### config.mk
export PLATFORM = sky130hd
export DESIGN_NAME = asr_serial_regs
export DESIGN_NICKNAME = d
export VERILOG_FILES = /design/src/core/asr_pkg.sv /design/src/core/asr_serial_regs.sv
export VERILOG_INCLUDE_DIRS = /design/src /design/src/core
export SDC_FILE = /design/constraint.sdc
export NUM_CORES = 1
export LEC_CHECK = 0
export ABC_AREA = 1
export BUFFER_PORTS_ARGS = -buffer_cell sky130_fd_sc_hd__buf_2
export CORE_MARGIN = 1
export CORE_UTILIZATION = 25
export DETAILED_ROUTE_END_ITERATION = 6
export GPL_TIMING_DRIVEN = 0
export PLACE_DENSITY_LB_ADDON = 0.05
export SLEW_MARGIN = 30
export SYNTH_ARGS = -nofsm -noshare
export SYNTH_HDL_FRONTEND = slang
export SYNTH_SLANG_ARGS = --single-unit
### constraint.sdc
create_clock -name clk -period 2.19 [get_ports clk]
set_input_delay 0.1095 -clock clk [delete_from_list [all_inputs] [get_ports clk]]
set_output_delay 0.1095 -clock clk [all_outputs]
set_load 0.005 [all_outputs]
### src/core/asr_consts.svh
// constants of the serial register-access front end
`ifndef ASR_CONSTS_SVH
`define ASR_CONSTS_SVH

// register target codes on the serial side
`define ASR_SEL_COMM 3'h0
`define ASR_SEL_SETUP 3'h1
`define ASR_SEL_CLOCK 3'h2
`define ASR_SEL_DATA 3'h3
`define ASR_SEL_TEST 3'h4
`define ASR_SEL_NOP 3'h5
`define ASR_SEL_OFFS 3'h6
`define ASR_SEL_GAIN 3'h7

// serial register widths in bits
`define ASR_W8 5'h08
`define ASR_W16 5'h10
`define ASR_W24 5'h18

// command word field positions
`define ASR_CMD_SEL_HI 6
`define ASR_CMD_SEL_LO 4
`define ASR_CMD_RD 3
`define ASR_CMD_HOLD 2
`define ASR_CMD_CH_HI 1
`define ASR_CMD_CH_LO 0
`define ASR_CMD_BITS 5'h07

// setup register field positions
`define ASR_SU_MODE_HI 7
`define ASR_SU_MODE_LO 6
`define ASR_SU_GAIN_HI 5
`define ASR_SU_GAIN_LO 3
`define ASR_SU_UNI 2
`define ASR_SU_BUF 1
`define ASR_SU_SYNC 0

// clock register field positions
`define ASR_CK_DIS 4
`define ASR_CK_HALVE 3
`define ASR_CK_MSEL 2
`define ASR_CK_FS_HI 1
`define ASR_CK_FS_LO 0

// reset values
`define ASR_RST_COMM 7'h00
`define ASR_RST_SETUP 8'h00
`define ASR_RST_CLOCK 8'h00
`define ASR_RST_TEST 8'h00
`define ASR_RST_DATA 16'h0000
`define ASR_RST_OFFS 24'h000000
`define ASR_RST_GAIN 24'h000000

// resync: ones in a row on the data pin before the one that resets the interface
`define ASR_RESYNC_ONES 5'h1F

// output update rates in Hz, by master clock
`define ASR_RATE_FAST_0 16'h0032
`define ASR_RATE_FAST_1 16'h003C
`define ASR_RATE_FAST_2 16'h00FA
`define ASR_RATE_FAST_3 16'h01F4
`define ASR_RATE_SLOW_0 16'h0014
`define ASR_RATE_SLOW_1 16'h0019
`define ASR_RATE_SLOW_2 16'h0064
`define ASR_RATE_SLOW_3 16'h00C8

// axi4-lite byte addresses
`define ASR_A_STATUS 8'h00
`define ASR_A_MASK 8'h04
`define ASR_A_RESULT 8'h08
`define ASR_A_SERIAL 8'h0C

// status bits
`define ASR_EV_CMD 0
`define ASR_EV_WR 1
`define ASR_EV_RD 2
`define ASR_EV_SYNC 3

`define ASR_RESP_OKAY 2'h0
`define ASR_RESP_SLVERR 2'h2

`endif

### src/core/asr_pkg.sv
// types of the serial register-access front end
package asr_pkg;

    typedef enum logic [1:0] {
        ASR_PH_CMD,
        ASR_PH_WR,
        ASR_PH_RD
    } asr_phase_t;

    // configuration driven out to the converter
    typedef struct packed {
        logic low_power_hold;
        logic [1:0] input_channel_select;
        logic [1:0] cal_mode;
        logic [2:0] gain_code;
        logic unipolar;
        logic buffer_en;
        logic filter_sync;
        logic filter_rate_select_hi;
        logic filter_rate_select_lo;
        logic master_clock_halve;
        logic mclk_fast;
        logic clock_disable;
    } asr_cfg_t;

    // axi4-lite slave state
    typedef struct packed {
        logic aw_got;
        logic w_got;
        logic [7:0] awaddr;
        logic [31:0] wdata;
        logic [3:0] wstrb;
        logic bvalid;
        logic [1:0] bresp;
        logic rvalid;
        logic [31:0] rdata;
        logic [1:0] rresp;
    } asr_axi_t;

    // whole module state
    typedef struct packed {
        logic sclk_m;
        logic sclk_s;
        logic sclk_d;
        logic din_m;
        logic din_s;
        asr_phase_t phase;
        logic [4:0] cnt;
        logic [4:0] ones;
        logic [23:0] sh;
        logic [6:0] comm;
        logic [7:0] setup;
        logic [7:0] clkr;
        logic [7:0] test;
        logic [15:0] data;
        logic [2:0][23:0] offs;
        logic [2:0][23:0] gain;
        logic ready;
        logic [3:0] status;
        logic [3:0] mask;
        asr_axi_t axi;
    } asr_state_t;

endpackage : asr_pkg

### src/core/asr_serial_regs.sv
// serial register-access front end with axi4-lite status side
//
// Operation
// - eight internal registers, reached only through the serial port; AXI4-Lite here also writes data and reads data, command, setup and clock
// - after reset the interface expects a command register write
// - command value picks next transfer direction and target register
// - register write: command first, then new contents shifted in
// - register read, command and data included, set up by a command
// - command register also holds standby and input channel selection
// - reading the command register returns the conversion-ready status
// - setup register holds calibration mode, gain, coding, buffer enable
// - clock register holds filter rate field and master clock bits
// - conversion results are read from a dedicated data register
// - offset and gain registers keep per-channel calibration coefficients
// - two-bit filter field selects one of four rates per master clock
// - 32 serial clocks with data high reset the interface
// - three-bit target code fixes each register and its width
// - direction bit 0 writes, 1 reads the addressed register
// - leading command bit must be 0; ones there are skipped
//
// Implementation choices: the register offsets and the AXI4-Lite slave port.
`include "asr_consts.svh"
`timescale 1ns/1ns
`default_nettype none

module asr_serial_regs (
    // clock and reset
    input wire logic clk,
    input wire logic srst,
    // serial pins
    input wire logic sclk_pin,
    input wire logic din_pin,
    output logic dout_pin,
    output logic conversion_ready_n,
    // converter side
    output asr_pkg::asr_cfg_t cfg,
    output logic [15:0] update_rate_hz,
    output logic [23:0] active_offset,
    output logic [23:0] active_gain,
    // axi4-lite write
    input wire logic [7:0] s_axi_awaddr,
    input wire logic s_axi_awvalid,
    output logic s_axi_awready,
    input wire logic [31:0] s_axi_wdata,
    input wire logic [3:0] s_axi_wstrb,
    input wire logic s_axi_wvalid,
    output logic s_axi_wready,
    output logic [1:0] s_axi_bresp,
    output logic s_axi_bvalid,
    input wire logic s_axi_bready,
    // axi4-lite read
    input wire logic [7:0] s_axi_araddr,
    input wire logic s_axi_arvalid,
    output logic s_axi_arready,
    output logic [31:0] s_axi_rdata,
    output logic [1:0] s_axi_rresp,
    output logic s_axi_rvalid,
    input wire logic s_axi_rready,
    // interrupt
    output logic irq
);

    ////////////////////////////////////////////////////////////////////////////
    // decode helpers

    function automatic logic [4:0] reg_width(input logic [2:0] sel);
        case (sel)
            `ASR_SEL_DATA: reg_width = `ASR_W16;
            `ASR_SEL_OFFS, `ASR_SEL_GAIN: reg_width = `ASR_W24;
            default: reg_width = `ASR_W8;
        endcase
    endfunction : reg_width

    // target field of a command word
    function automatic logic [2:0] target_of(input logic [6:0] c);
        target_of = c[`ASR_CMD_SEL_HI:`ASR_CMD_SEL_LO];
    endfunction : target_of

    // no-op and command writes need no register transfer
    function automatic logic cmd_only(input logic [6:0] c);
        cmd_only = target_of(c) == `ASR_SEL_NOP ||
                   (target_of(c) == `ASR_SEL_COMM && !c[`ASR_CMD_RD]);
    endfunction : cmd_only

    // channel codes 00 and 10 share a coefficient pair
    function automatic logic [1:0] cal_pair(input logic [1:0] ch);
        case (ch)
            2'h1: cal_pair = 2'h1;
            2'h3: cal_pair = 2'h2;
            default: cal_pair = 2'h0;
        endcase
    endfunction : cal_pair

    function automatic logic [15:0] rate_of(input logic fast, input logic [1:0] fs);
        case ({fast, fs})
            3'h4: rate_of = `ASR_RATE_FAST_0;
            3'h5: rate_of = `ASR_RATE_FAST_1;
            3'h6: rate_of = `ASR_RATE_FAST_2;
            3'h7: rate_of = `ASR_RATE_FAST_3;
            3'h0: rate_of = `ASR_RATE_SLOW_0;
            3'h1: rate_of = `ASR_RATE_SLOW_1;
            3'h2: rate_of = `ASR_RATE_SLOW_2;
            default: rate_of = `ASR_RATE_SLOW_3;
        endcase
    endfunction : rate_of

    ////////////////////////////////////////////////////////////////////////////
    // state

    asr_pkg::asr_state_t r;
    asr_pkg::asr_state_t n;
    logic rise;
    logic fall;
    logic bit_in;
    logic [2:0] sel;
    logic [6:0] cmdv;
    logic [23:0] wv;
    logic [3:0] ev;
    logic [3:0] clr;
    logic [1:0] pair;

    assign rise = r.sclk_s & ~r.sclk_d;
    assign fall = ~r.sclk_s & r.sclk_d;
    assign bit_in = r.din_s;
    assign sel = target_of(r.comm);
    assign pair = cal_pair(r.comm[`ASR_CMD_CH_HI:`ASR_CMD_CH_LO]);

    always_comb begin
        n = r;
        ev = 4'h0;
        clr = 4'h0;
        cmdv = {r.sh[5:0], bit_in};
        wv = {r.sh[22:0], bit_in};
        // pins pass two flip-flops; edge detect compares the second with a third, delayed copy
        n.sclk_m = sclk_pin;
        n.sclk_s = r.sclk_m;
        n.sclk_d = r.sclk_s;
        n.din_m = din_pin;
        n.din_s = r.din_m;

        if (rise) begin
            n.ones = bit_in ? r.ones + 5'h01 : 5'h00;
            case (r.phase)
                asr_pkg::ASR_PH_CMD: begin
                    // a 1 in the leading slot is not clocked in
                    if (r.cnt != 5'h00 || !bit_in) begin
                        n.sh = {r.sh[22:0], bit_in};
                        n.cnt = r.cnt + 5'h01;
                        if (r.cnt == `ASR_CMD_BITS) begin
                            n.comm = cmdv;
                            n.cnt = 5'h00;
                            ev[`ASR_EV_CMD] = 1'b1;
                            if (cmd_only(cmdv)) begin
                                n.phase = asr_pkg::ASR_PH_CMD;
                            end else if (cmdv[`ASR_CMD_RD]) begin
                                n.phase = asr_pkg::ASR_PH_RD;
                                // load left aligned so the msb leaves first
                                case (target_of(cmdv))
                                    `ASR_SEL_COMM: n.sh = {~r.ready, cmdv, 16'h0000};
                                    `ASR_SEL_SETUP: n.sh = {r.setup, 16'h0000};
                                    `ASR_SEL_CLOCK: n.sh = {r.clkr, 16'h0000};
                                    `ASR_SEL_DATA: n.sh = {r.data, 8'h00};
                                    `ASR_SEL_TEST: n.sh = {r.test, 16'h0000};
                                    `ASR_SEL_OFFS: n.sh = r.offs[cal_pair(cmdv[1:0])];
                                    default: n.sh = r.gain[cal_pair(cmdv[1:0])];
                                endcase
                            end else begin
                                n.phase = asr_pkg::ASR_PH_WR;
                            end
                        end
                    end
                end
                asr_pkg::ASR_PH_WR: begin
                    n.sh = wv;
                    n.cnt = r.cnt + 5'h01;
                    if (r.cnt == reg_width(sel) - 5'h01) begin
                        case (sel)
                            `ASR_SEL_SETUP: n.setup = wv[7:0];
                            `ASR_SEL_CLOCK: n.clkr = wv[7:0];
                            `ASR_SEL_DATA: n.data = wv[15:0];
                            `ASR_SEL_TEST: n.test = wv[7:0];
                            `ASR_SEL_OFFS: n.offs[pair] = wv;
                            `ASR_SEL_GAIN: n.gain[pair] = wv;
                            default: n.test = r.test;
                        endcase
                        n.cnt = 5'h00;
                        n.phase = asr_pkg::ASR_PH_CMD;
                        ev[`ASR_EV_WR] = 1'b1;
                    end
                end
                asr_pkg::ASR_PH_RD: begin
                    n.cnt = r.cnt + 5'h01;
                    if (r.cnt == reg_width(sel) - 5'h01) begin
                        n.cnt = 5'h00;
                        n.phase = asr_pkg::ASR_PH_CMD;
                        ev[`ASR_EV_RD] = 1'b1;
                        if (sel == `ASR_SEL_DATA) begin
                            n.ready = 1'b0;
                        end
                    end
                end
                default: begin
                    n.phase = asr_pkg::ASR_PH_CMD;
                    n.cnt = 5'h00;
                end
            endcase
            // lost framing: a run of ones puts the interface back to reset
            if (bit_in && r.ones == `ASR_RESYNC_ONES) begin
                // data and coefficients are kept; only control words return
                n.phase = asr_pkg::ASR_PH_CMD;
                n.cnt = 5'h00;
                n.ones = 5'h00;
                n.comm = `ASR_RST_COMM;
                n.setup = `ASR_RST_SETUP;
                n.clkr = `ASR_RST_CLOCK;
                n.test = `ASR_RST_TEST;
                ev = 4'h0;
                ev[`ASR_EV_SYNC] = 1'b1;
            end
        end
        // data changes on the falling edge, first bit already on the pin
        if (fall && r.phase == asr_pkg::ASR_PH_RD && r.cnt != 5'h00) begin
            n.sh = {r.sh[22:0], 1'b0};
        end

        // axi write channels, taken in either order
        if (s_axi_awvalid && s_axi_awready) begin
            n.axi.aw_got = 1'b1;
            n.axi.awaddr = s_axi_awaddr;
        end
        if (s_axi_wvalid && s_axi_wready) begin
            n.axi.w_got = 1'b1;
            n.axi.wdata = s_axi_wdata;
            n.axi.wstrb = s_axi_wstrb;
        end
        if (r.axi.aw_got && r.axi.w_got) begin
            n.axi.aw_got = 1'b0;
            n.axi.w_got = 1'b0;
            n.axi.bvalid = 1'b1;
            n.axi.bresp = `ASR_RESP_OKAY;
            case (r.axi.awaddr)
                `ASR_A_STATUS: n.axi.bresp = `ASR_RESP_OKAY;
                `ASR_A_MASK: begin
                    if (r.axi.wstrb[0]) begin
                        n.mask = r.axi.wdata[3:0];
                    end
                end
                `ASR_A_RESULT: begin
                    // new result wins over a data read ending this cycle
                    if (&r.axi.wstrb[1:0]) begin
                        n.data = r.axi.wdata[15:0];
                        n.ready = 1'b1;
                    end
                end
                default: n.axi.bresp = `ASR_RESP_SLVERR;
            endcase
        end
        if (r.axi.bvalid && s_axi_bready) begin
            n.axi.bvalid = 1'b0;
        end

        // axi read
        if (s_axi_arvalid && s_axi_arready) begin
            n.axi.rvalid = 1'b1;
            n.axi.rresp = `ASR_RESP_OKAY;
            n.axi.rdata = 32'h00000000;
            case (s_axi_araddr)
                `ASR_A_STATUS: begin
                    n.axi.rdata = {28'h0000000, r.status};
                    clr = r.status;
                end
                `ASR_A_MASK: n.axi.rdata = {28'h0000000, r.mask};
                `ASR_A_RESULT: n.axi.rdata = {16'h0000, r.data};
                `ASR_A_SERIAL: n.axi.rdata = {5'h00, r.ready, 2'(r.phase), 1'b0, r.comm,
                                              r.setup, r.clkr};
                default: n.axi.rresp = `ASR_RESP_SLVERR;
            endcase
        end else if (r.axi.rvalid && s_axi_rready) begin
            n.axi.rvalid = 1'b0;
        end

        // sticky events; a new event beats the read that clears
        n.status = (r.status & ~clr) | ev;
    end

    always_ff @(posedge clk) begin
        if (srst) begin
            r <= '0;
            // link clock idles high: a low reset value would fake a rising edge
            r.sclk_m <= 1'b1;
            r.sclk_s <= 1'b1;
            r.sclk_d <= 1'b1;
            r.phase <= asr_pkg::ASR_PH_CMD;
            r.comm <= `ASR_RST_COMM;
            r.setup <= `ASR_RST_SETUP;
            r.clkr <= `ASR_RST_CLOCK;
            r.test <= `ASR_RST_TEST;
            r.data <= `ASR_RST_DATA;
            r.offs <= {3{`ASR_RST_OFFS}};
            r.gain <= {3{`ASR_RST_GAIN}};
        end else begin
            r <= n;
        end
    end

    ////////////////////////////////////////////////////////////////////////////
    // outputs

    assign dout_pin = r.sh[23];
    assign conversion_ready_n = ~r.ready;
    assign cfg.low_power_hold = r.comm[`ASR_CMD_HOLD];
    assign cfg.input_channel_select = r.comm[`ASR_CMD_CH_HI:`ASR_CMD_CH_LO];
    assign cfg.cal_mode = r.setup[`ASR_SU_MODE_HI:`ASR_SU_MODE_LO];
    assign cfg.gain_code = r.setup[`ASR_SU_GAIN_HI:`ASR_SU_GAIN_LO];
    assign cfg.unipolar = r.setup[`ASR_SU_UNI];
    assign cfg.buffer_en = r.setup[`ASR_SU_BUF];
    assign cfg.filter_sync = r.setup[`ASR_SU_SYNC];
    assign cfg.filter_rate_select_hi = r.clkr[`ASR_CK_FS_HI];
    assign cfg.filter_rate_select_lo = r.clkr[`ASR_CK_FS_LO];
    assign cfg.master_clock_halve = r.clkr[`ASR_CK_HALVE];
    assign cfg.mclk_fast = r.clkr[`ASR_CK_MSEL];
    assign cfg.clock_disable = r.clkr[`ASR_CK_DIS];
    // rate assumes halving off; with it on the master clock pin is doubled
    assign update_rate_hz = rate_of(r.clkr[`ASR_CK_MSEL],
                                    r.clkr[`ASR_CK_FS_HI:`ASR_CK_FS_LO]);
    assign active_offset = r.offs[cal_pair(r.comm[1:0])];
    assign active_gain = r.gain[cal_pair(r.comm[1:0])];

    assign s_axi_awready = ~r.axi.aw_got & ~r.axi.bvalid;
    assign s_axi_wready = ~r.axi.w_got & ~r.axi.bvalid;
    assign s_axi_bvalid = r.axi.bvalid;
    assign s_axi_bresp = r.axi.bresp;
    assign s_axi_arready = ~r.axi.rvalid;
    assign s_axi_rvalid = r.axi.rvalid;
    assign s_axi_rdata = r.axi.rdata;
    assign s_axi_rresp = r.axi.rresp;
    assign irq = |(r.status & r.mask);

endmodule : asr_serial_regs

`default_nettype wire

=== After elaboration in Yosys (flattened, before gate mapping) ===
Cells that the tools add are included.

* Logic and storage cells: 235
* Output and inout port bits: 124
* Input bits: 61
* Register bits: 307

* Bitwise operators: 15
* $add $sub $neg: 4
* Multiplexer cells: 86
* Equal/unequal tests: 39
* Reductions and logical operators: 53
* Order comparisons: 4

{| class="wikitable"
|+ Operators by type and width
! cell !! number
|-
| $mux 184 || 2
|-
| $mux 216 || 1
|-
| $bmux 24 s2 || 4
|-
| $mux 24 || 8
|-
| $bwmux 72 || 2
|-
| $mux 72 || 2
|-
| $pmux 24 s6 || 1
|-
| $pmux 27 s4 || 1
|-
| $mux 31 || 3
|-
| $mux 16 || 4
|-
| $pmux 9 s7 || 1
|-
| $demux 24 s2 || 1
|-
| $pmux 24 s2 || 1
|-
| $mux 2 || 18
|-
| $mux 7 || 5
|-
| $eq 3x3->1 const B || 10
|-
| $mux 5 || 5
|-
| $eq 8x4->1 const B || 3
|-
| $mux 8 || 3
|-
| $reduce_and 4->1 || 6
|-
| $reduce_bool 2->1 || 11
|-
| $pmux 7 s3 || 1
|-
| $eq 8x3->1 const B || 2
|-
| $logic_not 8->1 || 2
|-
| other kinds (37) || 104
|}

=== Depth between registers and ports, before layout ===
Gate-level depths: netlist of the first run.

* Word-level depth: 22
* Depth in mapped cells: 13
* Depth with buffers taken out: 12

=== Least setup slack after synthesis of the first run ===
No wires, ideal clock.

* Path type: register to register
* From: reg r[319] (netlist bit)
* To: reg r[291] (netlist bit)
* Data required time: 2.063 ns
* Path slack: 0.294 ns
* Data arrival time: 1.770 ns
* Cell stages (with the launch flop): 13
* Period minus slack after synthesis: 1.896 ns
* Path buffers: 2
* Setup time: 0.127 ns
* Path through: dfxtp_1 inv_1 ha_1 clkbuf_1 inv_1 nand3_1 nor2_2 nand2_1 inv_1 buf_4 nand3_1 nand2_1 a21oi_1

* Longest elaborated chain between the ends: 5
* Elaborated cells on any way between the ends: 12
* Classes of those cells: eq/ne: 3; mux: 3; reduce/logical: 6

{| class="wikitable"
|+ Ends and longest elaborated chain
! element !! RTL line !! RTL
|-
| from (decl) || asr_serial_regs.sv:110 || <nowiki>asr_pkg::asr_state_t r;</nowiki>
|-
| from (signal assigned) || asr_serial_regs.sv:302 || <nowiki>r <= n;</nowiki>
|-
| $eq 2x2->1 || asr_serial_regs.sv:222 || <nowiki>if (fall && r.phase == asr_pkg::ASR_PH_RD && r.cnt != 5'h00) begin</nowiki>
|-
| $logic_and 1x1->1 (2 in a row) || asr_serial_regs.sv:222 ||
|-
| $ne 3x3->1 (no line) (tied with other cells) || - ||
|-
| $reduce_and 3->1 (no line) || - ||
|}

Several ways; a longest one is shown, not always the timed one. The select of a mux whose other input is x is not followed.
A chain may end at the register's enable or synchronous reset.

=== Worst setup path in the final report of the first run ===
* From: reg r, in the netlist cfg[14]
* To: out active_offset[6]

* Longest elaborated chain between the ends: 4
* Elaborated cells on any way between the ends: 5
* Classes of those cells: eq/ne: 2; mux: 3

{| class="wikitable"
|+ Ends and longest elaborated chain
! element !! RTL line !! RTL
|-
| $eq 2x2->1 or $eq 2x1->1 (tied branches) || asr_serial_regs.sv:87 || <nowiki>case (ch)</nowiki>
|-
| $pmux 2 s2 * || asr_serial_regs.sv:87 ||
|-
| $bmux 24 s2 * || asr_serial_regs.sv:326 || <nowiki>assign active_offset = r.offs[cal_pair(r.comm[1:0])];</nowiki>
|-
| $mux 24 (implied by the code) * || asr_serial_regs.sv:326 ||
|-
| to (decl) || asr_serial_regs.sv:38 || <nowiki>output logic [23:0] active_offset,</nowiki>
|}

Mark *: on every way between the ends. The rest lies on a longest branch, timed or not. The select of a mux whose other input is x is not followed.

==> metrics.txt, run 1 <==
worst r2r path cells=9; Max Cap Viol=0; type of destination of the critical path=output port; GRT overflow=0; vias=16,500; sequential area share after synthesis=between 30% and 40%; Yosys cell types=39; core region area=between 60,000 and 70,000 um^2; DIE AREA=roughly 63,000 um^2; Synth top area share=between 30% and 40%; Hold/Removal Path Class=input port to flop; final worst-path cycle share=99.3%; Cells after DPL=3,356; clk sinks=299; root buf cell=clkbuf_16; largest family of logic cells by synthesized area=simple AND/OR/NAND/NOR gates; Starting Density=25.4%; I/O Buffers=151; total power=between 10 and 15 mW; DRC viols=0; layout cell share with drive strength beyond 1=16.0%; Least-Margin Pin Slew=0.986 ns; Detailed Route WL=71.3 mm; Worst Path Max Fanout=10; Worst EP required=2.08 ns; CTS buffer count=40; Die W=between 200 and 300 um; Crit Path Category=flop to output port; Layout Utilization=31.8%; die height=250 um; worst skew pair latency=0.58 ns; largest net degree at the start of global routing=11; cell taking the most area after synthesis=dfxtp_1; initial antenna violation count=1; Clock Tree Buf Depth=3; gpl congestion=between 0.8 and 0.9; DRT antenna net count=0; Avg WL per Cell=20.6 um; Clock transition at path regs=0.06 ns; Nets=2,723; hold-critical path depth=3; Mean Syn Cell Area=6.39 um^2; final cell count without fillers=around 3,500; ANT cells=0; fmax=460 MHz; Cell Rows=90; first-pass GRT wire length=between 100 and 150 mm; synth top area cells=dfxtp_1 (39%), nand2_1 (16%), nor2_1 (9.7%), nand3_1 (5.6%), o21ai_0 (5.1%); Post-synth EDFFs=0; status=completed; mux cell area share after synthesis=0%; commonest cells after routing, fill and taps aside=nand2_1 (628), nor2_1 (390), dfxtp_1 (290); synthesis warning total=0; Max-Slew Margin vs Limit=roughly 34%; post-DP HPWL=52.6 mm; final hold vios=0; Static Leak=roughly 8.4 nW; Synth Area in Simple Gates=35.9%; Synth Area in Adders=0.651%; H-tree levels=2; Vias/cell=4.78; area delta synth->final=25.3%; pwr dens=~670 nW/um^2; share of flip-flops with an asynchronous set or reset=0%; CTS tree=built; Main synth FF type=dfxtp_1; XOR/XNOR Fraction of Synth Area=less than 1%; boundary pin count=185; Post-Synthesis Cell Area=15,400 um^2; min Tclk post-route=2.18 ns; flops & latches, synth=299; Slew Limit Fails=0; GRT Total Usage=between 20% and 30%; Setup-failing EPs final=0; startpoint types=flop; commonest non-fill, non-tap cell in the layout=nand2_1; worst vdd ir=between 0.0005 and 0.0006 V; Synth Instances=2,409; Pre-antenna DRT Iters=7; clk_skew=between 0.02 and 0.03 ns; crit path DAT=2.07 ns; initial drt markers=1,335; RSZ-0062 raised after global routing=true; vias in the first global route=15,700; compound-cell area share of the yosys netlist=12.5%
[worst paths after layout]
check                 from          endpoint  slack, ns
min          s_axi_awvalid             r[77]      0.009
max                cfg[14]  active_offset[6]       0.01
min reg2reg         n[320]            bit_in       0.41
max reg2reg        cmdv[1]           cmdv[5]       0.05
[logic make-up after synthesis]
kind of cell	after synthesis
xor+xnor	3
fa+ha+maj	8
buf+inv	402
compound gates	351
simple gates	1345
flops	299
other cells	1
[routing by layer]
metal / vias up / global-route usage (%) / part of all wire [%] / routed length, um
met5: - / 0 / 0.018 / 13
met4: 2 / 8.50 / 3.5 / 2490
met3: 107 / 3.16 / 5.2 / 3680
met2: 474 / 34.3 / 43 / 30900
met1: 7813 / 31.6 / 48 / 34100
li1: 8145 / - / - / -
[synthesized netlist by cell type (all sizes together) (2+ instances only)]
cell / number
o221ai: 24
dfxtp: 299
o21ai: 188
buf: 107
and2: 2
nand2: 642
xor2: 2
nand4: 24
inv: 191
nor3: 94
clkinv: 8
o211ai: 21
or2: 2
nand3: 171
nor2: 408
a21oi: 109
clkbuf: 96
ha: 8
a211oi: 5
[metrics by stage]
stage | hold WS, ns | worst slack, ns | TNS, ns | instance area [um^2]
floorplan | 0.209 | 0.294 | 0 | 15400
global placement | 0.297 | -0.606 | -67.85 | 17200
detailed placement | 0.303 | -0.609 | -66.17 | 17200
CTS | 0.000684 | -0.0127 | -0.0387 | 19100
global route | 0.0385 | -0.0269 | -0.120 | 19300
finish | 0.00909 | 0.0146 | 0 | 19300
[report_power, final]
group          total [mW]  switching (mW)  internal, mW
clock network        6.66            2.68          3.98
logic               0.685           0.464         0.222
registers            5.57          0.0599          5.51
[worst max-delay path, cell delays in order (launching register included)]
cell      delay (ns)
dfxtp_4         0.45
nand2_4         0.18
clkbuf_4        0.28
o211ai_1        0.40
buf_2           0.19
[final cells by class]
class | instances | area [um^2]
Clock buffer | 65 | 1250
Fill cell | 6819 | 41300
Timing Repair Buffer | 192 | 1150
Clock inverter | 3 | 51.3
Sequential cell | 299 | 6000
Multi-Input combinational cell | 1722 | 7830
Inverter | 199 | 762
Buffer | 200 | 1270
Tap cell | 782 | 978
[repair_timing]
| action | in CTS | in global routing |
|---|---|---|
| gates resized for setup | 107 | 81 |
| hold buffers | 33 | 0 |
| setup buffers | 1 | 7 |
| setup endpoints to repair | 262 | 213 |
| pin swaps | 3 | 5 |
| hold endpoints to repair | 31 | 0 |
Note: power is estimated with default switching activity, not from simulation.
==> inputs of run 2 (changes only) <==
==> constraint.sdc (replaced) <==
create_clock -name clk -period 2.7 [get_ports clk]
set_input_delay 0.135 -clock clk [delete_from_list [all_inputs] [get_ports clk]]
set_output_delay 0.135 -clock clk [all_outputs]
set_load 0.01 [all_outputs]
==> metrics.txt, run 2 (synthesized netlist as in run 1, its figures left out) <==
met1 WL=34.2 mm (+0.11%); Crit Path Category=flop to output port; crit path DAT=2.50 ns (+0.43 ns); Max-Slew Margin vs Limit=33.9% (-0.40 points); DRC viols=0 (unchanged); CTS buffer count=40 (unchanged); layout cell share with drive strength beyond 1=13.4% (-2.6 points); worst skew pair latency=0.58 ns (about the same); Least-Margin Pin Slew=0.992 ns (+0.00597 ns); ANT cells=0 (unchanged); Worst Path Max Fanout=10 (unchanged); status=completed; Hold/Removal Path Class=input port to flop; met3 routed WL=3.68 mm (about the same); I/O Buffers=151 (unchanged); type of destination of the critical path=output port; DRT antenna net count=0 (unchanged); Nets=2,718 (-0.18%); final worst-path cycle share=a little over nine tenths; boundary pin count=185 (unchanged); area delta synth->final=22.7%; Cell Rows=90 (unchanged); Max Cap Viol=0 (unchanged); initial antenna violation count=1 (unchanged); Detailed Route WL=71.2 mm (-0.10%); Filler cells=6,838 (+0.28%); final cell count without fillers=3,457 (-0.14%); core region area=60,600 um^2 (unchanged); Static Leak=8.19 nW (-2.2%); initial drt markers=1,386 (+3.8%); post-DP HPWL=52.6 mm (unchanged); pwr dens=555 nW/um^2 (-17%); GRT overflow=0 (unchanged); Die W=250 um (unchanged); clk_skew=0.0255 ns (-0.00397 ns); clk sinks=299 (unchanged); dpl cell area=17,200 um^2 (unchanged); Slew Limit Fails=0 (unchanged); Avg WL per Cell=20.6 um (about the same); die height=250 um (unchanged); Starting Density=25.4% (unchanged); final hold vios=0 (unchanged); cell area after layout=18,900 um^2 (-2.1%); Reg2Reg Setup Slack=0.14 ns (+0.09 ns); Cells after DPL=3,356 (unchanged); Setup-failing EPs final=0 (unchanged); Vias/cell=4.77 (-0.21%); Layout Utilization=31.2% (-0.68 points); Worst EP required=2.57 ns (+0.49 ns); first-pass GRT wire length=104 mm (-0.21%); RSZ-0062 raised after global routing=true; H-tree levels=2 (unchanged); largest net degree at the start of global routing=20 (+9); root buf cell=clkbuf_16; Clock Tree Buf Depth=3 (unchanged); Pre-antenna DRT Iters=5 (-2); GRT Total Usage=22.4% (-0.047 points); commonest cells after routing, fill and taps aside=nand2_1 (637), nor2_1 (397), dfxtp_1 (297); DIE AREA=62,500 um^2 (unchanged); CTS tree=built; min Tclk post-route=~2.6 ns; vias=16,500 (-0.36%); Clock transition at path regs=0.06 ns (about the same); met2 WL=31.2 mm (+0.83%); worst vdd ir=0.000429 V (-19%); vias in the first global route=15,600 (-0.36%); gpl congestion=0.878 (unchanged); startpoint types=flop; fmax=380 MHz; DR top layer=met5; commonest non-fill, non-tap cell in the layout=nand2_1
==> run 2: stage by stage <==
step	hold slack [ns]	TNS [ns]	setup WS [ns]	power [mW]
floorplan	0.234	0	0.804	4.91
global placement	0.322	-0.375	-0.0959	5.14
detailed placement	0.329	-0.415	-0.0988	5.14
CTS	0.0262	0	0.0123	10.6
global route	0.0640	-0.0394	-0.0282	10.8
finish	0.0375	0	0.0669	10.5
==> run 2: routing by layer <==
metal | vias up | global-route usage [%]
li1 | 8137 | -
met1 | 7772 | 31.6
met2 | 476 | 34.7
met3 | 95 | 2.98
met4 | 2 | 7.66
met5 | - | 0
==> run 2: what timing repair did <==
action / in CTS / in global routing
pin swaps: 0 / 1
setup endpoints to repair: 58 / 55
setup buffers: 0 / 1
endpoints found under the hold margin: 31 / 0
hold buffers: 34 / 0
gates resized for setup: 16 / 28
==> run 2: final timing paths <==
path                  from          endpoint  depth (start not counted)
min          s_axi_awvalid             r[77]                          3
max                cfg[14]  active_offset[6]                          4
max reg2reg         bit_in            r[298]                         10
min reg2reg         n[320]            bit_in                          2
==> run 2: critical path, cell delays in order, from the launching register on <==
cell      delay (ns)
dfxtp_2         0.47
nand2_2         0.28
clkbuf_1        0.44
o211ai_1        0.52
buf_2           0.22
==> run 2: area by class of cell <==
cell class                 count  area, um^2  area share (%)
buffer                       201        1110            5.88
clock buffer                  65        1250            6.61
clock inverter                 3        51.3           0.272
inverter                     199         748            3.96
multi-input combinational   1722        7650            40.5
sequential                   299        5990            31.7
tap                          782         978            5.18
timing repair buffer         186        1100            5.85
==> run 2: report_power, final <==
part | total [mW] | internal (mW) | switching (mW)
combinational | 0.560 | 0.178 | 0.382
clock | 5.40 | 3.23 | 2.17
sequential | 4.52 | 4.47 | 0.0465
total | 10.5 | 7.88 | 2.60
